### config.mk
export PLATFORM = sky130hd
export DESIGN_NAME = sbc_mode_wake_timing
export DESIGN_NICKNAME = d
export VERILOG_FILES = /design/src/design/sbc_pkg.sv /design/src/design/spi_frame_if.sv /design/src/design/spi_frame_rx.sv /design/src/design/sbc_mode_wake_timing.sv
export VERILOG_INCLUDE_DIRS = /design/src /design/src/design
export SDC_FILE = /design/constraint.sdc
export NUM_CORES = 1
export LEC_CHECK = 0
export BUFFER_PORTS_ARGS = -buffer_cell sky130_fd_sc_hd__buf_2
export CAP_MARGIN = 15
export CORE_MARGIN = 2
export CORE_UTILIZATION = 45
export DETAILED_ROUTE_END_ITERATION = 12
export PLACE_DENSITY = 0.59
export SYNTH_ARGS = -nofsm -noshare
export SYNTH_HDL_FRONTEND = slang
export SYNTH_SLANG_ARGS = --single-unit
export TNS_END_PERCENT = 100
### constraint.sdc
create_clock -name clk -period 6.3 [get_ports clk]
set_input_delay 0.63 -clock clk [delete_from_list [all_inputs] [get_ports clk]]
set_output_delay 0.63 -clock clk [all_outputs]
set_load 0.005 [all_outputs]
### src/design/sbc_timing_map.svh
/*
 Constants of the mode and wake sequencer: clock rate, times in their own
 units, command opcodes and watchdog figures.
 Assumes inclusion by bare name from the package and the design files.
*/
`ifndef SBC_TIMING_MAP_SVH
`define SBC_TIMING_MAP_SVH

// Clock rate and microsecond tick
`define CLK_MHZ          100
`define US_CYCLES        (`CLK_MHZ * 1)

// Times in microseconds
`define T_STOP_MAX_US    5
`define T_SWITCH_MAX_US  10
`define T_NR2N_MAX_US    10
`define NORMAL_REQUEST_TIMEOUT_US      150000
`define T_RST_US         1000
`define T_WUCS_US        15
`define STUCK_DOMINANT_TIMEOUT_US      1000000
`define BUS_WAKE_FILTER_US      70
`define T_WAKE_STOP_US   13
`define T_WD_DEFAULT_US  150000

// Watchdog resistor law: us = slope * (kohm - offset) + base
`define WD_SLOPE_US      466
`define WD_OFFSET_KOHM   8'h14
`define WD_BASE_US       10000

// Command opcodes, frame bits 7:5
`define CMD_STATUS       3'h0
`define CMD_STOP         3'h1
`define CMD_WD_TRIGGER   3'h2
`define CMD_SWITCH       3'h3
`define CMD_SLEEP        3'h4

// Switch command fields
`define SW_HS_BIT        0
`define SW_LS1_BIT       1
`define SW_LS2_BIT       2
`define SW_PWM_BIT       3

// Serial frame length
`define FRAME_BITS       4'h8

`endif

### src/design/sbc_pkg.sv
/*
 Types of the mode and wake sequencer: modes, watchdog pin codes and the
 state records of both modules.
 Assumes sbc_timing_map.svh is on the include path.
*/
`include "sbc_timing_map.svh"

package sbc_pkg;

	typedef enum logic [2:0] {
		M_RESET = 3'b000,
		M_NREQ  = 3'b001,
		M_NORM  = 3'b010,
		M_STOP  = 3'b011,
		M_WAKE  = 3'b100,
		M_SLEEP = 3'b101
	} mode_t;

	typedef enum logic [1:0] {
		WD_GROUNDED = 2'b00,
		WD_OPEN     = 2'b01,
		WD_RESISTOR = 2'b10
	} wd_cfg_t;

	typedef struct packed {
		logic       cs1;
		logic       cs2;
		logic       cs3;
		logic       sck1;
		logic       sck2;
		logic       sck3;
		logic       mosi1;
		logic       mosi2;
		logic [7:0] shift;
		logic [3:0] cnt;
		logic       frame_valid;
		logic [7:0] frame_data;
		logic       cs_rise;
	} rx_state_t;

	typedef struct packed {
		mode_t       mode;
		logic [6:0]  us_div;
		logic [19:0] mode_tmr;
		logic [17:0] wd_tmr;
		logic [17:0] wd_period;
		logic        wd_on;
		logic [19:0] txd_tmr;
		logic        txd_stuck;
		logic [9:0]  bus_tmr;
		logic        bus_armed;
		logic        wake_pend;
		logic [4:0]  wake_tmr;
		logic        irq_flag;
		logic        hs_en;
		logic        ls1_en;
		logic        ls2_en;
		logic        pwm_sel;
		logic [1:0]  txd_s;
		logic [1:0]  lin_s;
		logic [1:0]  pwm_s;
		logic [1:0]  rstp_s;
		logic [1:0]  wdp1;
		logic [1:0]  wdp2;
		logic [7:0]  res1;
		logic [7:0]  res2;
		logic        irq_n;
		logic        reg_on;
		logic        rst_oe;
		logic        lin_dom;
		logic        hs_out;
		logic [1:0]  ls_out;
	} core_state_t;

endpackage

### src/design/spi_frame_if.sv
/*
 Carrier between the serial receiver and the sequencer core.
 Assumes both ends run on the same clock.
*/
`timescale 1ns/1ps

interface spi_frame_if;
	logic       frame_valid;
	logic [7:0] frame_data;
	logic       cs_rise;

	modport rx   (output frame_valid, output frame_data, output cs_rise);
	modport core (input frame_valid, input frame_data, input cs_rise);
endinterface

### src/design/spi_frame_rx.sv
/*
 Oversampling serial receiver: syncs the chip select, serial clock and data
 pins, shifts data on serial clock rising edges, and reports an eight-bit
 frame and every chip-select rising edge as one-cycle pulses.
 Assumes the serial clock is well below a quarter of clk.
*/
`timescale 1ns/1ps
`include "sbc_timing_map.svh"

module spi_frame_rx
	import sbc_pkg::*;
(
	// Clock and reset
	input  wire logic  clk,
	input  wire logic  rst,
	// Pins
	input  wire logic  cs_n,
	input  wire logic  sclk,
	input  wire logic  mosi,
	// Frames
	spi_frame_if.rx    frm
);
	import sbc_pkg::*;

	rx_state_t s;
	rx_state_t next_s;

	always_comb begin
		next_s = s;
		next_s.cs1 = cs_n;
		next_s.cs2 = s.cs1;
		next_s.cs3 = s.cs2;
		next_s.sck1 = sclk;
		next_s.sck2 = s.sck1;
		next_s.sck3 = s.sck2;
		next_s.mosi1 = mosi;
		next_s.mosi2 = s.mosi1;
		next_s.frame_valid = 1'b0;
		next_s.cs_rise = 1'b0;
		if (!s.cs2 && s.cs3) begin
			next_s.cnt = 4'h0;
		end else if (s.cs2 && !s.cs3) begin
			next_s.cs_rise = 1'b1;
			// A frame counts only if exactly eight bits came in
			if (s.cnt == `FRAME_BITS) begin
				next_s.frame_valid = 1'b1;
				next_s.frame_data = s.shift;
			end
		end else if (!s.cs2 && s.sck2 && !s.sck3) begin
			next_s.shift = {s.shift[6:0], s.mosi2};
			if (s.cnt <= `FRAME_BITS) begin
				next_s.cnt = s.cnt + 4'h1;
			end
		end
	end

	always_ff @(posedge clk) begin
		if (rst) begin
			s <= '0;
			s.cs1 <= 1'b1;
			s.cs2 <= 1'b1;
			s.cs3 <= 1'b1;
		end else begin
			s <= next_s;
		end
	end

	assign frm.frame_valid = s.frame_valid;
	assign frm.frame_data  = s.frame_data;
	assign frm.cs_rise     = s.cs_rise;
endmodule

### src/design/sbc_mode_wake_timing.sv
/*
 Mode and wake sequencer of the basis chip: reset hold, Normal Request,
 Normal, Stop, Sleep, wake by chip select or bus, watchdog, switch control,
 stuck-dominant transmit guard and wake interrupt.
 Assumes pins arrive unsynchronised; the reset pin is open drain.
*/
`timescale 1ns/1ps
`include "sbc_timing_map.svh"

module sbc_mode_wake_timing
	import sbc_pkg::*;
#(
	parameter int unsigned NRTOUT_US  = `NORMAL_REQUEST_TIMEOUT_US,
	parameter int unsigned RST_US     = `T_RST_US,
	parameter int unsigned TXDDOM_US  = `STUCK_DOMINANT_TIMEOUT_US,
	parameter int unsigned PROPWL_US  = `BUS_WAKE_FILTER_US,
	parameter int unsigned WD_DEF_US  = `T_WD_DEFAULT_US
)(
	// Clock and reset
	input  wire logic        clk,
	input  wire logic        rst,
	// Serial port pins
	input  wire logic        cs_n,
	input  wire logic        sclk,
	input  wire logic        mosi,
	// LIN transceiver
	input  wire logic        txd,
	input  wire logic        lin_rx,
	output logic             lin_tx_dominant,
	// Switches
	input  wire logic        pwm_control_input,
	output logic             high_side_switch,
	output logic [1:0]       low_side_switch,
	// Reset pin, open drain
	input  wire logic        reset_pin_in,
	output logic             reset_pin_out,
	output logic             reset_pin_oe,
	// Watchdog configuration
	input  wire logic [1:0]  watchdog_period_pin,
	input  wire logic [7:0]  period_resistor,
	// Status
	output logic             irq_n,
	output logic             regulator_on,
	output sbc_pkg::mode_t   mode
);
	import sbc_pkg::*;

	localparam logic [6:0] US_LAST = 7'(`US_CYCLES - 1);

	spi_frame_if frm ();

	spi_frame_rx u_rx (
		.clk  (clk),
		.rst  (rst),
		.cs_n (cs_n),
		.sclk (sclk),
		.mosi (mosi),
		.frm  (frm)
	);

	core_state_t s;
	core_state_t next_s;

	logic        tick;
	logic [2:0]  op;
	logic        cmd_ok;
	logic        active;
	logic [7:0]  kohm;
	logic [17:0] wd_law;

	always_comb begin
		next_s = s;
		tick = (s.us_div == US_LAST);
		op = frm.frame_data[7:5];
		// Commands other than status are ignored during reset hold, wake delay and low power
		cmd_ok = frm.frame_valid && (s.mode == M_NREQ || s.mode == M_NORM);
		kohm = (s.res2 < `WD_OFFSET_KOHM) ? 8'h00 : s.res2 - `WD_OFFSET_KOHM;
		wd_law = 18'(18'(kohm) * 18'(`WD_SLOPE_US) + 18'(`WD_BASE_US));

		// Pin synchronisers
		next_s.txd_s = {s.txd_s[0], txd};
		next_s.lin_s = {s.lin_s[0], lin_rx};
		next_s.pwm_s = {s.pwm_s[0], pwm_control_input};
		next_s.rstp_s = {s.rstp_s[0], reset_pin_in};
		next_s.wdp1 = watchdog_period_pin;
		next_s.wdp2 = s.wdp1;
		next_s.res1 = period_resistor;
		next_s.res2 = s.res1;

		next_s.us_div = tick ? 7'h00 : s.us_div + 7'h01;

		// Watchdog configuration
		next_s.wd_on = (wd_cfg_t'(s.wdp2) != WD_GROUNDED);
		next_s.wd_period = (wd_cfg_t'(s.wdp2) == WD_RESISTOR) ? wd_law : 18'(WD_DEF_US);

		// Stuck dominant transmit guard
		if (s.txd_s[1]) begin
			next_s.txd_tmr = 20'h0_0000;
			next_s.txd_stuck = 1'b0;
		end else if (tick && !s.txd_stuck) begin
			next_s.txd_tmr = s.txd_tmr + 20'h0_0001;
			if (s.txd_tmr + 20'h0_0001 >= 20'(TXDDOM_US)) begin
				next_s.txd_stuck = 1'b1;
			end
		end

		// Bus wake filter, low power modes only
		if (s.mode == M_STOP || s.mode == M_SLEEP) begin
			if (!s.lin_s[1]) begin
				if (tick && !s.bus_armed) begin
					next_s.bus_tmr = s.bus_tmr + 10'h001;
					if (s.bus_tmr + 10'h001 >= 10'(PROPWL_US)) begin
						next_s.bus_armed = 1'b1;
					end
				end
			end else begin
				next_s.bus_tmr = 10'h000;
				next_s.bus_armed = 1'b0;
			end
		end else begin
			next_s.bus_tmr = 10'h000;
			next_s.bus_armed = 1'b0;
		end

		if (tick) begin
			next_s.mode_tmr = s.mode_tmr + 20'h0_0001;
			next_s.wd_tmr = s.wd_tmr + 18'h0_0001;
		end

		// Switch and status commands
		if (cmd_ok && op == `CMD_SWITCH) begin
			next_s.hs_en = frm.frame_data[`SW_HS_BIT];
			next_s.ls1_en = frm.frame_data[`SW_LS1_BIT];
			next_s.ls2_en = frm.frame_data[`SW_LS2_BIT];
			next_s.pwm_sel = frm.frame_data[`SW_PWM_BIT];
		end
		if (frm.frame_valid && op == `CMD_STATUS) begin
			next_s.irq_flag = 1'b0;
		end

		case (s.mode)
			M_RESET: begin
				next_s.reg_on = 1'b1;
				if (s.rst_oe && s.mode_tmr >= 20'(RST_US)) begin
					next_s.rst_oe = 1'b0;
				end else if (!s.rst_oe && s.rstp_s[1]) begin
					next_s.mode = M_NREQ;
					next_s.mode_tmr = 20'h0_0000;
				end
			end
			M_NREQ: begin
				if (cmd_ok && op == `CMD_WD_TRIGGER) begin
					next_s.mode = M_NORM;
					next_s.wd_tmr = 18'h0_0000;
				end else if (s.mode_tmr >= 20'(NRTOUT_US)) begin
					next_s.mode = M_RESET;
					next_s.rst_oe = 1'b1;
					next_s.mode_tmr = 20'h0_0000;
				end
			end
			M_NORM: begin
				if (cmd_ok && op == `CMD_WD_TRIGGER) begin
					next_s.wd_tmr = 18'h0_0000;
				end else if (s.wd_on && s.wd_tmr >= s.wd_period) begin
					next_s.mode = M_RESET;
					next_s.rst_oe = 1'b1;
					next_s.mode_tmr = 20'h0_0000;
				end
			end
			M_STOP: begin
				if (frm.cs_rise) begin
					next_s.mode = M_WAKE;
					next_s.mode_tmr = 20'h0_0000;
					next_s.irq_flag = 1'b1;
				end else if (s.wake_pend) begin
					if (tick) begin
						next_s.wake_tmr = s.wake_tmr + 5'h01;
					end
					if (s.wake_tmr >= 5'(`T_WAKE_STOP_US)) begin
						next_s.irq_flag = 1'b1;
						next_s.wake_pend = 1'b0;
						next_s.mode = M_NREQ;
						next_s.mode_tmr = 20'h0_0000;
					end
				end else if (s.bus_armed && s.lin_s[1]) begin
					next_s.wake_pend = 1'b1;
					next_s.wake_tmr = 5'h00;
				end
			end
			M_WAKE: begin
				if (s.mode_tmr >= 20'(`T_WUCS_US)) begin
					next_s.mode = M_NREQ;
					next_s.mode_tmr = 20'h0_0000;
				end
			end
			M_SLEEP: begin
				next_s.reg_on = 1'b0;
				if (s.bus_armed && s.lin_s[1]) begin
					next_s.mode = M_RESET;
					next_s.reg_on = 1'b1;
					next_s.mode_tmr = 20'h0_0000;
				end
			end
			default: begin
				next_s.mode = M_RESET;
				next_s.rst_oe = 1'b1;
				next_s.mode_tmr = 20'h0_0000;
			end
		endcase

		// Low power commands and external reset take precedence
		if (cmd_ok && op == `CMD_STOP) begin
			next_s.mode = M_STOP;
			next_s.wake_pend = 1'b0;
		end else if (cmd_ok && op == `CMD_SLEEP) begin
			next_s.mode = M_SLEEP;
			next_s.rst_oe = 1'b1;
		end
		if (!s.rst_oe && !s.rstp_s[1] && s.mode != M_RESET && s.mode != M_SLEEP) begin
			// Host pulled reset: hold until the pin is released again
			next_s.mode = M_RESET;
			next_s.mode_tmr = 20'h0_0000;
		end

		// Registered outputs
		active = (next_s.mode == M_NREQ || next_s.mode == M_NORM);
		next_s.hs_out = active && next_s.hs_en && (!next_s.pwm_sel || s.pwm_s[1]);
		next_s.ls_out[0] = active && next_s.ls1_en && (!next_s.pwm_sel || s.pwm_s[1]);
		next_s.ls_out[1] = active && next_s.ls2_en && (!next_s.pwm_sel || s.pwm_s[1]);
		next_s.lin_dom = active && !s.txd_s[1] && !next_s.txd_stuck;
		next_s.irq_n = !next_s.irq_flag;
	end

	always_ff @(posedge clk) begin
		if (rst) begin
			s <= '0;
			s.mode <= M_RESET;
			s.reg_on <= 1'b1;
			s.rst_oe <= 1'b1;
			s.irq_n <= 1'b1;
			s.txd_s <= 2'h3;
			s.lin_s <= 2'h3;
		end else begin
			s <= next_s;
		end
	end

	assign lin_tx_dominant  = s.lin_dom;
	assign high_side_switch = s.hs_out;
	assign low_side_switch  = s.ls_out;
	assign reset_pin_out    = 1'b0;
	assign reset_pin_oe     = s.rst_oe;
	assign irq_n            = s.irq_n;
	assign regulator_on     = s.reg_on;
	assign mode             = s.mode;
endmodule

==> results of run 1 <==
==> worst paths after layout <==
path                    startpoint                    end  depth (start not counted)
max reg2reg        s[9]$_SDFF_PP0_       s[95]$_SDFF_PP0_                         19
min reg2reg  next_s[34]$_SDFF_PP1_       s[34]$_SDFF_PP1_                          1
min                         lin_rx  next_s[32]$_SDFF_PP1_                          2
max                s[9]$_SDFF_PP0_       s[95]$_SDFF_PP0_                         19
==> critical path, delay by kind of cell (launching register included) <==
kind	cells	cell delay (ns)
adder cells (fa/ha/maj)	6	2.16
buffers and inverters	3	0.21
AND/OR/NAND/NOR	4	1.55
AO/OA/AOI/OAI	5	1.00
XOR/XNOR	1	0.10
flip-flops	1	0.41
==> where the power goes <==
part	total [mW]	switching [mW]	internal, mW	leakage (nW)
Sequential	1.12	0.00808	1.11	1.40
Combinational	0.298	0.169	0.129	2.50
Clock	1.09	0.479	0.615	0.302
Total	2.51	0.657	1.86	4.21
==> routing by layer <==
layer / global-route usage / vias to the layer above
met5: 0 / -
met4: 0.0490 / 0
met3: 0.0351 / 9
met2: 0.257 / 76
met1: 0.228 / 2993
li1: - / 3586
==> final cells by class <==
cell class                      count  area share
Multi-Input combinational cell    779       0.526
Sequential cell                   173       0.341
Clock buffer                       19      0.0437
Tap cell                          270      0.0333
Inverter                           58      0.0215
Clock inverter                     13      0.0169
Timing Repair Buffer               32      0.0168
==> kinds of logic after synthesis <==
logic type,Yosys count,synth area share
AOI/OAI and AO/OA,141,0.102
xor gates and xnor gates,98,0.0931
adders and majority gates,87,0.127
buffers and inverters,99,0.0448
DFF,173,0.376
muxes,14,0.0152
other,1,0.000407
and+or+nand+nor,438,0.242
==> flip-flops by register name, summed over array words and instances, names as in the netlist, 2 cells and up <==
register	count
s	120
u_rx.s	15
low_side_switch	2
u_rx.frm.frame_data	7
u_rx.next_s	5
mode	3
next_s	14
==> cell usage in the layout (no fill, tap or decap), drive strengths merged, types with 23 or more instances in the layout <==
master and instances:
dfxtp 173, a21oi 45, nand3 39, o21ai 28, buf 32, inv 66
xnor2 37, nand4 23, xor2 61, nor2b 43, nand2 76, ha 75
nor2 152
==> stage by stage <==
step	instance area [um2]	setup slack [ns]
after floorplan	9220	1.07
after global placement	9530	0.926
after detailed placement	9530	0.827
after CTS	10100	0.786
after global routing	10100	0.389
final	10100	0.795
==> results by group, run 1 <==
Outcome
  – Outcome: completed

Timing
  – Final worst path period share: 0.874
  – Clock Skew: roughly 0.014 ns
  – Total Neg Setup Slack: 0 ns
  – Worst-Margin Slew: 1.07 ns
  – RSZ-0062 raised after global routing: false
  – Tmin final: between 5 and 6 ns
  – Achievable frequency: between 0.15 and 0.2 GHz
  – Slew margin rel.: 0.279
  – Slew Limit Fails: 0
  – Fin. Hold Viols: 0
  – Final setup viols: 0
  – Min Hold Slack: roughly 0.38 ns

Yosys
  – Mapped Cells: ~1100
  – Cell Area, Synth: slightly above 9000 um2
  – Asr flop ratio synth: 0
  – Most area-consuming cells after synthesis: dfxtp_1 38%, ha_1 10%, xor2_1 5.8%
  – Yosys cell types: 73
  – Yosys warning count: 0
  – Post-synth EDFFs: 0
  – Area share of the largest cell type after synthesis: 0.376
  – Mapped Nets: about 1200
  – Synthesized area per cell: 8.77 um2
  – Register area share after synthesis: 0.376
  – Most numerous cell in the Yosys netlist: dfxtp_1
  – Ys flop type: dfxtp_1
  – Synth top cells by count: 173 x dfxtp_1, 130 x nor2_1, 76 x nand2_1
  – Count of state elements after synthesis: ~170
  – Largest area contributor in the netlist: dfxtp_1

Clocking
  – Postcts setup bufs: 0
  – Root Driver: clkbuf_16
  – CTS tree: done
  – Clock sink count: around 170
  – Cts repair resizes: 0
  – Hold-fix buffers, CTS: 0
  – H-tree depth: 4
  – Skew-Pair Late Insertion Delay: around 0.43 ns
  – Clock-pin slew on the worst setup and hold paths: 0.07 ns
  – CTS max path bufs: 2
  – Num CTS Buffers: 17

Worst setup path
  – Crit-path max FO: 9
  – Worst setup SP type: flip-flop
  – CP arrival: between 5 and 6 ns
  – Critical path class: flip-flop to flip-flop
  – Highest-delay cell along the critical path: nor4_1
  – CP max stage delay: between 0.8 and 0.9 ns
  – Crit. End Element: flip-flop
  – Reg2Reg Setup Slack: 0.79 ns
  – Crit-path cells: inv_1 > ha_1 > nor2b_1 > nor4_1 > nor2_1 > fa_1 > inv_1 > fa_1 > inv_1 > ha_1 > ha_1 > ha_1 > o21a_1 > a211o_1 > a31o_1 > a21oi_2 > xnor2_1 > or3_1 > a21oi_1
  – Worst path required time: approximately 6.7 ns
  – Most frequent CP cell: ha_1

Finish
  – NumNets Final: 1166
  – Multi-input gate area: 5340 um2
  – ANT cells: 0
  – Final core occ: 0.503
  – Area Overhead vs Synth: 10.1%
  – FF/Latch Area: approximately 3500 um2
  – Fill count: ~2000
  – Final Non-Filler Cells: roughly 1300
  – Share of cells above drive strength 1: 0.103

Drt
  – Final wirelength: approximately 17000 um
  – Top sig layer: met4
  – DRC Markers: 0
  – DR vias: 6664
  – Met3 Wirelength: between 300 and 400 um
  – DRT Pass-1 Iters: 5
  – 1st-iter DRT viols: ~290
  – Routed wire per std cell: 12.4 um
  – Routed Antenna Nets: 0
  – Routed metal-1 wirelength: around 8800 um
  – Routed met2 length: roughly 7300 um
  – Vias/cell: slightly below 5

GRT
  – GRT overflow: 0
  – Number of global-route vias before repair: approximately 6200
  – Largest net degree at the start of global routing: between 60 and 70
  – Gr usage total: 0.164
  – First-pass GRT wire length: slightly below 30000 um
  – Initial antenna violation count: 0

Pwr
  – PwrDens: ~250 nW/um2
  – Leakage: between 4 and 5 nW
  – Total design power: around 2.5 mW
  – Max IR drop VDD: around 0.18 mV

Floorplanning
  – Starting Density: 0.457
  – # rows: 52
  – IO Pins: 30
  – Height of the chip: between 100 and 150 um
  – Die area: 21600 um2
  – Core area: 20200 um2
  – Die Width: about 150 um

Placement
  – PortBufs: 28
  – Final HPWL DP: roughly 12000 um
  – Placed instance count: between 1000 and 1500
  – Final GP Congestion: roughly 0.83

Min path
  – Hold Crit Class: input port to flip-flop

Run
  – Max cap viols: 0
No activity file was read; power rests on OpenSTA's default activity.
==> inputs of run 2 (changes only) <==
--- a/config.mk
+++ b/config.mk
@@ -11,6 +11,7 @@
 export CORE_MARGIN = 2
 export CORE_UTILIZATION = 45
 export DETAILED_ROUTE_END_ITERATION = 12
+export GPL_TIMING_DRIVEN = 0
 export PLACE_DENSITY = 0.59
 export SYNTH_ARGS = -nofsm -noshare
 export SYNTH_HDL_FRONTEND = slang
==> run 2 against run 1 <==
Net effect:
- die area unchanged
- clock power about the same
- final cell count increased by 2.8%
- worst setup slack got worse by 0.26 ns
- critical path depth increased by 1
- combinational power increased by 3%
- utilization increased by 0.92 points
- largest power group unchanged
- design area increased by 1.8%
- power increased by 0.98%
- clock skew decreased by 0.0072 ns
- first-iteration DRC count increased by 43%
- routed wire length increased by 6.9%
==> results by group, run 2 (same netlist as run 1, synthesis figures left out) <==
Worst setup path
  – Worst R2R Path Depth: 20
  – CP arrival: 6.11 ns
  – Highest-delay cell along the critical path: nor3_1
  – CP max stage delay: 0.76 ns
  – R2r endpoint: s[95]$_SDFF_PP0_
  – Crit. End Element: flip-flop
  – Worst Path Buf+Inv: 4
  – Worst path required time: 6.65 ns
  – Reg2Reg Setup Slack: about 0.53 ns
  – Critical path's top delay family: adder cells
  – Most frequent CP cell: ha_1
  – Worst setup SP type: flip-flop
  – Crit-path max FO: 9
  – Worst setup path start: s[9]$_SDFF_PP0_
  – Reg-to-Reg Start: s[9]$_SDFF_PP0_
  – Crit-path cells: clkbuf_1 > inv_1 > ha_1 > nor2b_1 > nor4_1 > nor3_1 > fa_1 > inv_1 > fa_1 > inv_1 > ha_1 > ha_1 > ha_1 > o21a_1 > a211o_1 > a31o_1 > a21oi_2 > xnor2_1 > or3_1 > a21oi_1
  – Critical path class: flip-flop to flip-flop

Floorplanning
  – Die area: between 20000 and 25000 um2
  – Core area: about 20000 um2
  – # rows: 52
  – IO Pins: 30
  – Height of the chip: between 100 and 150 um
  – Die Width: 147 um
  – Starting Density: 0.457

Min path
  – Hold path cells: 2
  – WHS Endpoint: u_rx.next_s[28]$_SDFF_PP1_
  – HP Start: cs_n
  – Hold Crit Class: input port to flip-flop

Drt
  – Vias/cell: ~5
  – Final wirelength: about 18000 um
  – Routed Antenna Nets: 0
  – Routed wire per std cell: between 10 and 15 um
  – 1st-iter DRT viols: between 400 and 500
  – DRC Markers: 0
  – DR vias: 6942
  – DRT Pass-1 Iters: 4

Finish
  – Area Overhead vs Synth: 12.1%
  – Most frequent cells in the layout: 173 x dfxtp_1, 130 x nor2_1, 76 x nand2_1, 75 x ha_1, 61 x xor2_1
  – Number of flip-flops in the largest register: 120
  – Final Non-Filler Cells: 1382
  – ANT cells: 0
  – NumNets Final: about 1200
  – Share of cells above drive strength 1: 0.108
  – Post-route cell area: approximately 10000 um2
  – Most common cell after layout, fill and taps aside: dfxtp_1
  – Largest Register: s

GRT
  – First-pass GRT wire length: 30800 um
  – Largest net degree at the start of global routing: 17
  – GRT overflow: 0
  – Initial antenna violation count: 0
  – Gr usage total: 0.172
  – Number of global-route vias before repair: ~6600

Timing
  – Tmin final: between 5 and 6 ns
  – Slew margin rel.: 0.388
  – Clock Skew: about 0.007 ns
  – Fin. Hold Viols: 0
  – Final setup viols: 0
  – Total Neg Setup Slack: 0 ns
  – Worst-Margin Slew: roughly 0.9 ns
  – Final worst path period share: 0.916
  – Slew Limit Fails: 0
  – Achievable frequency: 0.173 GHz
  – RSZ-0062 raised after global routing: false
  – Min Hold Slack: just under 0.4 ns

Run
  – Max cap viols: 0

Pwr
  – Net switching power: around 0.64 mW
  – Switching Fraction: 0.252
  – Max IR drop VDD: ~0.18 mV
  – PwrDens: roughly 250 nW/um2
  – Internal: 1.90 mW
  – Leakage: around 4.3 nW
  – Sequential share of power: 0.441
  – Clock network power share: 0.438
  – Comb power frac: 0.121

Clocking
  – H-tree depth: 4
  – CTS tree: done
  – Clock sink count: around 170
  – Skew-Pair Late Insertion Delay: roughly 0.42 ns
  – Root Driver: clkbuf_16
  – Hold-fix buffers, CTS: 0
  – Num CTS Buffers: 17
  – Clock-pin slew on the worst setup and hold paths: 0.07 ns
  – Postcts setup bufs: 0
  – Cts repair resizes: 0
  – CTS max path bufs: 2

Placement
  – PortBufs: 28
  – Area of placed instances: 9690 um2
  – Final HPWL DP: around 13000 um
  – Final GP Congestion: 0.836
  – Placed instance count: between 1000 and 1500

Outcome
  – Outcome: completed
[run 2: metrics by stage]
stage	worst slack (ns)	util	total power [mW]
after global routing	0.0839	0.512	2.66
after global placement	0.385	0.481	1.45
final	0.532	0.512	2.54
after detailed placement	0.387	0.481	1.45
after CTS	0.326	0.512	2.57
after floorplan	1.07	-	1.39
[run 2: cell type report]
type                            instances  area, um2
Buffer                                 41        195
Multi-Input combinational cell        779       5340
Clock buffer                           19        453
Sequential cell                       173       3460
Clock inverter                         13        176
Tap cell                              270        338
Inverter                               58        218
Fill cell                            1991       9840
Timing Repair Buffer                   29        145
[run 2: metal layers]
| metal | global-route usage | part of all wire | vias up |
|---|---|---|---|
| met4 | 0.0471 | 0.010 | 0 |
| li1 | - | - | 3680 |
| met5 | 0 | 0 | - |
| met2 | 0.276 | 0.44 | 80 |
| met3 | 0.0339 | 0.026 | 11 |
| met1 | 0.237 | 0.52 | 3171 |
[run 2: worst max path at each step]
stage | slack, ns | to | depth (start not counted)
finish | 0.53 | s[95]$_SDFF_PP0_ | 20
CTS | 0.33 | s[95]$_SDFF_PP0_ | 20
global route | 0.08 | s[95]$_SDFF_PP0_ | 20
global placement | 0.38 | s[95]$_SDFF_PP0_ | 20
floorplan | 1.07 | s[95]$_SDFF_PP0_ | 20
detailed placement | 0.39 | s[95]$_SDFF_PP0_ | 20
[run 2: power groups by stage]
stage | combinational [mW] | sequential (mW) | clock [mW]
after floorplan | 0.248 | 1.14 | 0
after global placement | 0.304 | 1.14 | 0
after detailed placement | 0.304 | 1.14 | 0
after CTS | 0.310 | 1.12 | 1.14
after global routing | 0.352 | 1.12 | 1.19
final | 0.306 | 1.12 | 1.11
